==> src/haem_consts.svh <==
// Purpose: constants for the home agent event monitor
// Assumes: event codes and sub-event mask bits as seen by software
// Notes:   included by the package, the selector and the monitor
//
// How it works
// - Code 0x06 adds one per tracker pool allocation, at most one per cycle.
// - Tracker mask 0x03 counts local and remote requests together, no read/write split.
// - Tracker entry allocated on request arrival, freed after snoop, data and ring reply.
// - Code 0x0f counts address ring sends; bit0 completions, bit1 snoops.
// - Snoop sub-event stays zero while early-snoop mode is active.
// - Code 0x2a counts address egress full cycles per scheduler bank mask.
// - Code 0x32 counts acknowledge egress full cycles, same bank mask.
// - Code 0x36 counts data egress full cycles, bank 0, bank 1 or both.
// - Code 0x0e counts local completions on acknowledge ring, one per cycle.
// - Code 0x10 counts data ring responses; bit0 cache, bit1 core, bit2 remote.
// - Code 0x18 counts cycles without regular write credits, up to 4 per cycle.
// - A write to the memory controller needs a held write queue credit.
// - Credits split regular and special; starvation looks at regular only.
// - Starvation mask bits 0 to 3 each pick one channel, any combination.
`ifndef HAEM_CONSTS_SVH
`define HAEM_CONSTS_SVH
`define HAEM_EV_TRACKER     8'h06
`define HAEM_EV_ACK_NDC     8'h0e
`define HAEM_EV_ADDR_OUT    8'h0f
`define HAEM_EV_DATA_OUT    8'h10
`define HAEM_EV_WR_STARVE   8'h18
`define HAEM_EV_ADDR_FULL   8'h2a
`define HAEM_EV_ACK_FULL    8'h32
`define HAEM_EV_DATA_FULL   8'h36
`define HAEM_TRACKER_ALL    8'h03
`define HAEM_BIT0           0
`define HAEM_BIT1           1
`define HAEM_BIT2           2
`define HAEM_NUM_CTR        4
`define HAEM_NUM_CHAN       4
`define HAEM_CTR_W          48
`define HAEM_CTR_RST        48'h0
`endif

==> src/haem_pkg.sv <==
// Purpose: shared types for the home agent event monitor
// Assumes: constants header sits beside this file
// Notes:   types only
`include "haem_consts.svh"
package haem_pkg;
  typedef logic [7:0] haem_code_t;
  typedef logic [7:0] haem_mask_t;
  typedef logic [2:0] haem_inc_t;
  typedef logic [`HAEM_CTR_W-1:0] haem_count_t;
endpackage

==> src/haem_selector.sv <==
// Purpose: one counter's event selection and accumulation
// Assumes: event inputs are single-cycle qualified levels
// Notes:   counter wraps at its width
`timescale 1ns/1ps
`default_nettype none
`include "haem_consts.svh"
module haem_selector #(
  parameter int CTR_W = `HAEM_CTR_W
) (
  input  wire logic                   clk,
  input  wire logic                   reset_n,
  input  wire logic                   enable,
  input  wire logic                   clear,
  input  wire haem_pkg::haem_code_t   event_code,
  input  wire haem_pkg::haem_mask_t   sub_mask,
  input  wire logic                   tracker_alloc_event,
  input  wire logic                   addr_ndc_event,
  input  wire logic                   addr_snoop_event,
  input  wire logic [1:0]             addr_egress_full_event,
  input  wire logic [1:0]             ack_egress_full_event,
  input  wire logic [1:0]             data_egress_full_event,
  input  wire logic                   ack_ring_completion_event,
  input  wire logic [2:0]             data_ring_out_event,
  input  wire logic [3:0]             write_credit_starve_event,
  output logic [CTR_W-1:0]            count
);
  haem_pkg::haem_inc_t inc;
  logic [CTR_W-1:0]    next_count;

  // per-cycle increment from the chosen event and its masked sub-events
  always_comb begin
    inc = 3'h0;
    unique case (event_code)
      `HAEM_EV_TRACKER:
        inc = {2'h0, tracker_alloc_event
               & (sub_mask == `HAEM_TRACKER_ALL)};
      `HAEM_EV_ADDR_OUT:
        inc = {2'h0, addr_ndc_event & sub_mask[`HAEM_BIT0]}
            + {2'h0, addr_snoop_event & sub_mask[`HAEM_BIT1]};
      `HAEM_EV_ADDR_FULL:
        inc = {2'h0, |(addr_egress_full_event & sub_mask[1:0])};
      `HAEM_EV_ACK_FULL:
        inc = {2'h0, |(ack_egress_full_event & sub_mask[1:0])};
      `HAEM_EV_DATA_FULL:
        inc = {2'h0, |(data_egress_full_event & sub_mask[1:0])};
      `HAEM_EV_ACK_NDC:
        inc = {2'h0, ack_ring_completion_event};
      `HAEM_EV_DATA_OUT:
        inc = {2'h0, data_ring_out_event[0] & sub_mask[`HAEM_BIT0]}
            + {2'h0, data_ring_out_event[1] & sub_mask[`HAEM_BIT1]}
            + {2'h0, data_ring_out_event[2] & sub_mask[`HAEM_BIT2]};
      `HAEM_EV_WR_STARVE:
        inc = {2'h0, write_credit_starve_event[0] & sub_mask[0]}
            + {2'h0, write_credit_starve_event[1] & sub_mask[1]}
            + {2'h0, write_credit_starve_event[2] & sub_mask[2]}
            + {2'h0, write_credit_starve_event[3] & sub_mask[3]};
      default:
        inc = 3'h0;
    endcase
  end

  // accumulate, clear has priority
  always_comb begin
    if (clear) begin
      next_count = '0;
    end else if (enable) begin
      next_count = count + {{(CTR_W-3){1'b0}}, inc};
    end else begin
      next_count = count;
    end
  end

  always_ff @(posedge clk) begin
    if (!reset_n) begin
      count <= `HAEM_CTR_RST;
    end else begin
      count <= next_count;
    end
  end
endmodule // haem_selector
`default_nettype wire

==> src/haem_monitor.sv <==
// Purpose: home agent event monitor with tracker pool and write credits
// Assumes: one uncore clock, synchronous inputs
// Notes:   four independent counters share the raw event lines
`timescale 1ns/1ps
`default_nettype none
`include "haem_consts.svh"
module haem_monitor #(
  parameter int NUM_TRK  = 8,
  parameter int TRK_W    = 3,
  parameter int REG_CRED = 8,
  parameter int SPC_CRED = 2,
  parameter int CRED_W   = 4,
  parameter int CTR_W    = `HAEM_CTR_W
) (
  input  wire logic                      clk,
  input  wire logic                      reset_n,
  // counter configuration, one lane per counter except the shared early_snoop_mode
  input  wire logic [`HAEM_NUM_CTR-1:0]  ctr_enable,
  input  wire logic [`HAEM_NUM_CTR-1:0]  ctr_clear,
  input  wire logic [31:0]               ctr_event_code,
  input  wire logic [31:0]               ctr_sub_mask,
  input  wire logic                      early_snoop_mode,
  // tracker request side
  input  wire logic                      req_arrive,
  input  wire logic                      req_remote,
  input  wire logic                      req_is_write,
  output logic                           req_ready,
  output logic [TRK_W-1:0]               alloc_index,
  input  wire logic                      snoop_done,
  input  wire logic                      data_done,
  input  wire logic                      reply_on_ring,
  input  wire logic [TRK_W-1:0]          done_index,
  output logic [NUM_TRK-1:0]             tracker_busy,
  // ring activity
  input  wire logic                      addr_ndc_sent,
  input  wire logic                      addr_snoop_sent,
  input  wire logic [1:0]                addr_bank_full,
  input  wire logic [1:0]                ack_bank_full,
  input  wire logic [1:0]                data_bank_full,
  input  wire logic                      ack_completion_sent,
  input  wire logic [2:0]                data_resp_sent,
  // write credits per memory channel
  input  wire logic [`HAEM_NUM_CHAN-1:0] wr_req,
  input  wire logic [`HAEM_NUM_CHAN-1:0] wr_special,
  input  wire logic [`HAEM_NUM_CHAN-1:0] cred_return,
  input  wire logic [`HAEM_NUM_CHAN-1:0] cred_return_special,
  output logic [`HAEM_NUM_CHAN-1:0]      wr_issue,
  // counters
  output logic [4*CTR_W-1:0]             counts
);
  // tracker pool state
  logic [NUM_TRK-1:0] busy;
  logic [NUM_TRK-1:0] snp_ok;
  logic [NUM_TRK-1:0] dat_ok;
  logic [NUM_TRK-1:0] next_busy;
  logic [NUM_TRK-1:0] next_snp_ok;
  logic [NUM_TRK-1:0] next_dat_ok;
  logic               free_found;
  logic [TRK_W-1:0]   free_idx;
  logic               alloc_now;
  logic               trk_event;
  logic               next_trk_event;

  // find lowest free entry
  always_comb begin
    free_found = 1'b0;
    free_idx   = '0;
    for (int i = NUM_TRK-1; i >= 0; i--) begin
      if (!busy[i]) begin
        free_found = 1'b1;
        free_idx   = TRK_W'(i);
      end
    end
  end

  assign req_ready    = free_found;
  assign alloc_now    = req_arrive & free_found;
  assign tracker_busy = busy;

  // allocate on arrival, free once snoop, data and reply all done
  always_comb begin
    next_busy      = busy;
    next_snp_ok    = snp_ok;
    next_dat_ok    = dat_ok;
    next_trk_event = alloc_now;
    if (busy[done_index]) begin
      if (snoop_done) begin
        next_snp_ok[done_index] = 1'b1;
      end
      if (data_done) begin
        next_dat_ok[done_index] = 1'b1;
      end
      if (reply_on_ring && (snp_ok[done_index] || snoop_done)
          && (dat_ok[done_index] || data_done)) begin
        next_busy[done_index]   = 1'b0;
        next_snp_ok[done_index] = 1'b0;
        next_dat_ok[done_index] = 1'b0;
      end
    end
    if (alloc_now) begin
      next_busy[free_idx]   = 1'b1;
      next_snp_ok[free_idx] = 1'b0;
      next_dat_ok[free_idx] = 1'b0;
    end
  end

  always_ff @(posedge clk) begin
    if (!reset_n) begin
      busy        <= '0;
      snp_ok      <= '0;
      dat_ok      <= '0;
      trk_event   <= 1'b0;
      alloc_index <= '0;
    end else begin
      busy        <= next_busy;
      snp_ok      <= next_snp_ok;
      dat_ok      <= next_dat_ok;
      trk_event   <= next_trk_event;
      alloc_index <= alloc_now ? free_idx : alloc_index;
    end
  end

  // write credits: regular and special pools per channel
  logic [CRED_W-1:0] reg_cred [`HAEM_NUM_CHAN];
  logic [CRED_W-1:0] spc_cred [`HAEM_NUM_CHAN];
  logic [CRED_W-1:0] next_reg_cred [`HAEM_NUM_CHAN];
  logic [CRED_W-1:0] next_spc_cred [`HAEM_NUM_CHAN];
  logic [`HAEM_NUM_CHAN-1:0] starve;
  logic [`HAEM_NUM_CHAN-1:0] next_wr_issue;

  genvar ch;
  generate
    for (ch = 0; ch < `HAEM_NUM_CHAN; ch++) begin : g_chan
      logic use_reg;
      logic use_spc;

      // issue only with a held credit of the right pool
      assign use_reg = wr_req[ch] & ~wr_special[ch]
                     & (reg_cred[ch] != '0);
      assign use_spc = wr_req[ch] & wr_special[ch]
                     & (spc_cred[ch] != '0);
      assign starve[ch] = (reg_cred[ch] == '0);

      always_comb begin
        next_reg_cred[ch] = reg_cred[ch]
                          - CRED_W'(use_reg) + CRED_W'(cred_return[ch]);
        next_spc_cred[ch] = spc_cred[ch] - CRED_W'(use_spc)
                          + CRED_W'(cred_return_special[ch]);
        next_wr_issue[ch] = use_reg | use_spc;
      end

      always_ff @(posedge clk) begin
        if (!reset_n) begin
          reg_cred[ch] <= CRED_W'(REG_CRED);
          spc_cred[ch] <= CRED_W'(SPC_CRED);
        end else begin
          reg_cred[ch] <= next_reg_cred[ch];
          spc_cred[ch] <= next_spc_cred[ch];
        end
      end
    end
  endgenerate

  always_ff @(posedge clk) begin
    if (!reset_n) begin
      wr_issue <= '0;
    end else begin
      wr_issue <= next_wr_issue;
    end
  end

  // snoop sub-event gated off in early-snoop mode
  logic snoop_counted;
  assign snoop_counted = addr_snoop_sent & ~early_snoop_mode;

  // four independent counters
  genvar c;
  generate
    for (c = 0; c < `HAEM_NUM_CTR; c++) begin : g_ctr
      haem_selector #(
        .CTR_W(CTR_W)
      ) u_sel (
        .clk                       (clk),
        .reset_n                   (reset_n),
        .enable                    (ctr_enable[c]),
        .clear                     (ctr_clear[c]),
        .event_code                (ctr_event_code[8*c +: 8]),
        .sub_mask                  (ctr_sub_mask[8*c +: 8]),
        .tracker_alloc_event       (trk_event),
        .addr_ndc_event            (addr_ndc_sent),
        .addr_snoop_event          (snoop_counted),
        .addr_egress_full_event    (addr_bank_full),
        .ack_egress_full_event     (ack_bank_full),
        .data_egress_full_event    (data_bank_full),
        .ack_ring_completion_event (ack_completion_sent),
        .data_ring_out_event       (data_resp_sent),
        .write_credit_starve_event (starve),
        .count                     (counts[CTR_W*c +: CTR_W])
      );
    end
  endgenerate
endmodule // haem_monitor
`default_nettype wire

==> config.mk <==
export PLATFORM = sky130hd
export DESIGN_NAME = haem_monitor
export DESIGN_NICKNAME = d
export VERILOG_FILES = /design/src/haem_pkg.sv /design/src/haem_selector.sv /design/src/haem_monitor.sv
export VERILOG_INCLUDE_DIRS = /design/src
export SDC_FILE = /design/constraint.sdc
export NUM_CORES = 1
export LEC_CHECK = 0
export BUFFER_PORTS_ARGS = -buffer_cell sky130_fd_sc_hd__buf_4
export CORE_UTILIZATION = 35
export CTS_BUF_LIST = sky130_fd_sc_hd__clkbuf_4 sky130_fd_sc_hd__clkbuf_8
export CTS_CLUSTER_SIZE = 10
export DETAILED_ROUTE_END_ITERATION = 7
export SLEW_MARGIN = 40
export SYNTH_ARGS = -nofsm -noshare
export SYNTH_HDL_FRONTEND = slang
export SYNTH_SLANG_ARGS = --single-unit
==> constraint.sdc <==
create_clock -name clk -period 14.5 [get_ports clk]
set_input_delay 4.35 -clock clk [delete_from_list [all_inputs] [get_ports clk]]
set_output_delay 4.35 -clock clk [all_outputs]
set_load 0.05 [all_outputs]
Word-level counts from Yosys, hierarchy flattened:

Memory sizes are Yosys's and may differ from the RTL's.
Cells that the tools add are included.

* register bits: 224
* RAM bits: 32
* word-level logic and storage cells: 281
* memories kept: 2

* $add $sub $neg: 44
* magnitude comparators: 4
* equal/unequal tests: 36
* muxes and demuxes: 53
* bitwise gates (word level): 98
* reductions and logical operators: 34

Memories
* reg_cred: depth 4, width 4, rd ports 4, clocked after memory_dff 0, wr ports 4, line haem_monitor.sv:124 `` logic [CRED_W-1:0] reg_cred [`HAEM_NUM_CHAN]; ``
* spc_cred: depth 4, width 4, rd ports 4, clocked after memory_dff 0, wr ports 4, line haem_monitor.sv:125 `` logic [CRED_W-1:0] spc_cred [`HAEM_NUM_CHAN]; ``

Operator list (number)
* $add A48 B3 Y48: 4
* $mux W8: 13
* $eq A8 B6 Y1 const B: 12
* $pmux W3 S8: 4
* $eq A8 B4 Y1 const B: 8
* $eq A8 B5 Y1 const B: 8
* $and A1 B1 Y1: 58
* $and A8 B8 Y8: 5
* $add A3 B1 Y3: 12
* $add A4 B1 Y4: 8
* $eq A8 B2 Y1 const B: 4
* $eq A8 B3 Y1 const B: 4
* $mux W4: 8
* $reduce_bool A4 Y1: 8
* $reduce_or A2 Y1: 16
* $sub A4 B1 Y4: 8
* $add A1 B1 Y2: 12
* $and A2 B2 Y2: 12
* $mux W3: 8
* $or A8 B8 Y8: 3
* $logic_not A4 Y1: 4
* $not A8 Y8: 2
* $mux W1: 15
* $or A1 B1 Y1: 12
* other kinds (7): 21

Depth between registers and ports, before layout:

* depth in word-level cells: 15
* gate-level depth with buffers: 19
* gate-level depth less buffers: 17

By module:

A second synthesis with hierarchy kept.

* cells, all modules: 1693
* area, all modules: 14512.7 um^2

Modules (own cells, without submodules)
* haem_selector at g_ctr[0].u_sel ...: times used 3, cells each 320, area each 2700.1 um^2, sequential area each 960.9 um^2
* haem_monitor: times used 1, cells each 400, area each 3632.2 um^2, sequential area each 1281.2 um^2
* haem_selector at g_ctr[3].u_sel: times used 1, cells each 333, area each 2780.2 um^2, sequential area each 960.9 um^2

Least setup slack after synthesis:

OpenSTA, ideal clock, no wires.

* kind: input port to flip-flop
* from: in ctr_sub_mask[25]
* to: reg g_ctr[3].u_sel.count[30]
* library setup time: 70 ps
* data arrival time: 7618 ps
* data required time: 14430 ps
* path slack: 6811 ps
* stages: 15
* buffers on the path: 1
* cells stage by stage: and2_1 > ha_1 > fa_1 > ha_1 > inv_1 > o22ai_1 > nand2_1 > o31ai_1 > fa_1 > a21oi_1 > or2_2 > or4_1 > buf_2 > or4_1 > a21oi_1

* longest elaborated chain between the ends: 6
* elaborated cells on any way between the ends: 19
* those cells by class: add/sub (7); eq/ne (1); mux (1); bitwise (7); reduce/logical (3)

RTL lines
* start, declared: line haem_monitor.sv:21 `input wire logic [31:0] ctr_sub_mask,`
* $and A1 B1 Y1: line haem_selector.sv:54 `+ {2'h0, write_credit_starve_event[1] & sub_mask[1]}`
* $add A1 B1 Y2: line haem_selector.sv:54
* $add A3 B1 Y3: line haem_selector.sv:55 `+ {2'h0, write_credit_starve_event[2] & sub_mask[2]}`
* $add A3 B1 Y3: line haem_selector.sv:56 `+ {2'h0, write_credit_starve_event[3] & sub_mask[3]};`
* $pmux W3 S8 *: line haem_selector.sv:33 `unique case (event_code)`
* $add A48 B3 Y48 *: line haem_selector.sv:67 `next_count = count + {{(CTR_W-3){1'b0}}, inc};`
* end signal, assigned: line haem_selector.sv:75 `` count <= `HAEM_CTR_RST; ``
* end signal, assigned: line haem_selector.sv:77 `count <= next_count;`
* end, declared: line haem_selector.sv:25 `output logic [CTR_W-1:0] count`

Mark *: on every way between the ends. The rest lies on a longest branch, timed or not.
A chain may end at the register's enable or synchronous reset.

Worst setup path after layout:

* from: in ctr_sub_mask[1]
* to: reg g_ctr[0].u_sel.count[37]

* longest elaborated chain between the ends: 6
* elaborated cells on any way between the ends: 19
* those cells by class: add/sub (7); eq/ne (1); mux (1); bitwise (7); reduce/logical (3)

RTL lines (line)
* $and A1 B1 Y1: haem_selector.sv:54
* $add A1 B1 Y2: haem_selector.sv:54
* $add A3 B1 Y3: haem_selector.sv:55
* $add A3 B1 Y3: haem_selector.sv:56
* $pmux W3 S8 *: haem_selector.sv:33
* $add A48 B3 Y48 *: haem_selector.sv:67
* end signal, assigned: haem_selector.sv:75
* end signal, assigned: haem_selector.sv:77
* end, declared: haem_selector.sv:25

Marks and branches as above.

==> out/metrics.csv <==
metric,value,unit
io_buffers,317,
antenna_found_initial,9,
fin_nets,2205,
cts_tree,done,
syn_nets,1902,
synthCells,1694,
use_met3,0.0585,
p_total,1840,uW
worstSkewPairLatency,610,ps
worstPathMaxFanout,18,
cts.path.max_buffers,3,
yosysSeqAreaShare,0.361,
synth-async-reset-ratio,0,
firstDrtPassIters,4,
cts_root_buf,clkbuf_8,
dpl_cell_area,17000,sq um
ys_top_cells_by_count,"dfxtp_1, nor2_1, a21oi_1",
routed_wl,43900,microns
dp_hpwl,32200,microns
core,39900,sq um
yosysTopAreaCell,dfxtp_1,
maxSlewHeadroom,0.500,
grt-ovfl-total,0,
drt-initial-drc-count,628,
worst_pin_slew,740,ps
crit_arrival,8430,ps
synth_area_leaders,"dfxtp_1, ha_1, a21oi_1, nor2_1, xor2_1",
fin_crit_sh,0.546,
finalSetupViolations,0,
fin_worst_skew,24.8,ps
syn_to_final_growth,27.5,%
num_rows,73,
maxCapViolCount,0,
hold_viol,0,
initial_core_util,0.356,
cp_slowest_stage_delay,690,ps
synth_warnings,0,
synthFlopType,dfxtp_1,
crit_family,simple AND/OR/NAND/NOR gates,
dieArea,41400,sq um
cts_buffers,48,
cts_sinks,256,
synth_edf_count,0,
grt_pass1_vias,12900,
crit_buf_inv,1,
max_freq,0.126,GHz
slew_viol_final,0,
ios,320,
drive_gt1_frac,0.211,
end_kind,register,
irDropWorstVdd,0.0000785,V
fin_setup_tns,0,ps
startpoint_type,input port,
status,"finished, final reports clean",
critPathKind,input port to register,
grt_pass1_wl,68300,microns
gr-usage-met1,0.265,
fin_area,18100,sq um
ant_nets,0,
p_leak,0.00717,uW
avgSynthCellArea,8.38,sq um
grtUsageTotal,0.207,
clkTransAtPathRegs,60,ps
die_y,203,microns
hold_class,register to register,
layout_min_cycle_time,7920,ps
fp.dieW,203,microns
h-tree-depth,2,
wl_per_cell,17.1,microns
cts-hold-fix-buffers,0,
p_per_area,102,nW/um^2
gp_congestion,0.850,
grt_max_degree,49,
via_per_inst,5.38,
worstPathRequired,15010,ps
rsz0062_at_grt,no,
syn_area,14200,sq um
synth-seq-cells,256,
path_cells,buf_4 > and2_1 > ha_1 > fa_1 > ha_1 > a21oi_1 > o22ai_1 > ha_1 > a211oi_1 > nor2_1 > nand4_1 > or4_1 > a21oi_1,
cts_resized,0,
dr_total_vias,13800,
path_common_cell,ha_1,
grt_util_met2,0.317,
holdWs,487,ps
cpMaxStageDelayCell,or4_1,
yosys.area.top_type_share,0.361,
synth_most_common_cell,dfxtp_1,
post_cts_buffers,0,
yosysUniqueCellTypes,72,
drc_errors,0,
busiest_layer,met2,
## area by class of cell
class / count / area (sq um)
clock inverter: 10 / 108
timing repair buffer: 322 / 2420
tap: 525 / 657
clock buffer: 75 / 951
inverter: 103 / 387
sequential: 256 / 5120
fill: 3992 / 21800
multi-input combinational: 1266 / 8440
antenna: 7 / 17.5
## layout by cell type, fill, tap and decap left out, types with 12 or more instances in the layout
cell      Yosys  routed
nand2b_1     12      12
o31ai_1      43      43
nor2_1      158     158
nand2_1     108     108
a21oi_1     140     140
or3_1        46      46
and3_1       35      35
nand4_1      68      68
and4_1       18      18
a211oi_1     21      21
nor4_1       20      19
fa_1         20      20
clkbuf_4      0      13
inv_1       102     102
clkbuf_8      0      62
nor3_1       22      20
nand3_1      67      67
ha_1         76      76
or4_1        42      42
xnor2_1      41      41
dfxtp_1     256     256
a21o_1       13      13
o21ai_0      64      64
buf_4         0     322
xor2_1       59      59
and2_1       48      48
mux2i_1      18      18
## worst min-delay path, cell delays in order (launching register included)
cell and delay [ps]:
dfxtp_1 320, o31ai_1 60, a21oi_1 60
## metal layers
metal  share of wire  up-vias
met1            0.44     6528
met4           0.038        8
li1                -     6760
met2            0.45      405
met5          0.0011        -
met3           0.073       96
## flip-flops by register name, summed over array words and instances (netlist names), 3 cells and up
register           flops
tracker_busy           8
snp_ok                 8
alloc_index            3
reg_cred              16
dat_ok                 8
wr_issue               4
spc_cred              16
g_ctr.u_sel.count    192
## logic make-up (layout without fill, tap and decap cells)
logic type	Yosys count	in the layout	synth area share
other	0	7	0
adder cells (fa/ha/maj)	96	96	0.0952
multiplexers	20	20	0.0143
AO/OA/AOI/OAI	341	341	0.146
XOR/XNOR	100	100	0.0617
AND/OR/NAND/NOR	709	709	0.275
buffers and inverters	172	510	0.0465
flip-flops	256	256	0.361
## final timing paths
path	slack, ps	to	cells past startpoint	from
worst max register to register	9520	g_ctr[0].u_sel.count[37]	15	reg_cred[1][2]
worst min-delay path	490	g_ctr[1].u_sel.count[47]	2	g_ctr[1].u_sel.count[47]
worst min register to register	490	g_ctr[1].u_sel.count[47]	2	g_ctr[1].u_sel.count[47]
worst max-delay path	6580	g_ctr[0].u_sel.count[37]	13	ctr_sub_mask[1]
## where the power goes
| group | switching, uW | internal [uW] |
|---|---|---|
| Combinational | 172 | 145 |
| Sequential | 17.1 | 737 |
| Clock | 322 | 451 |
| Total | 510 | 1330 |
## per-stage QoR
stage | instances | setup slack [ps] | util
final | 2564 | 6580 | 0.453
after global routing | 2560 | 6230 | 0.453
after detailed placement | 2472 | 6000 | 0.426
after floorplan | 1694 | 6810 | -
after global placement | 2472 | 6060 | 0.426
after CTS | 2557 | 6660 | 0.453
(Power assumes the default switching activity.)
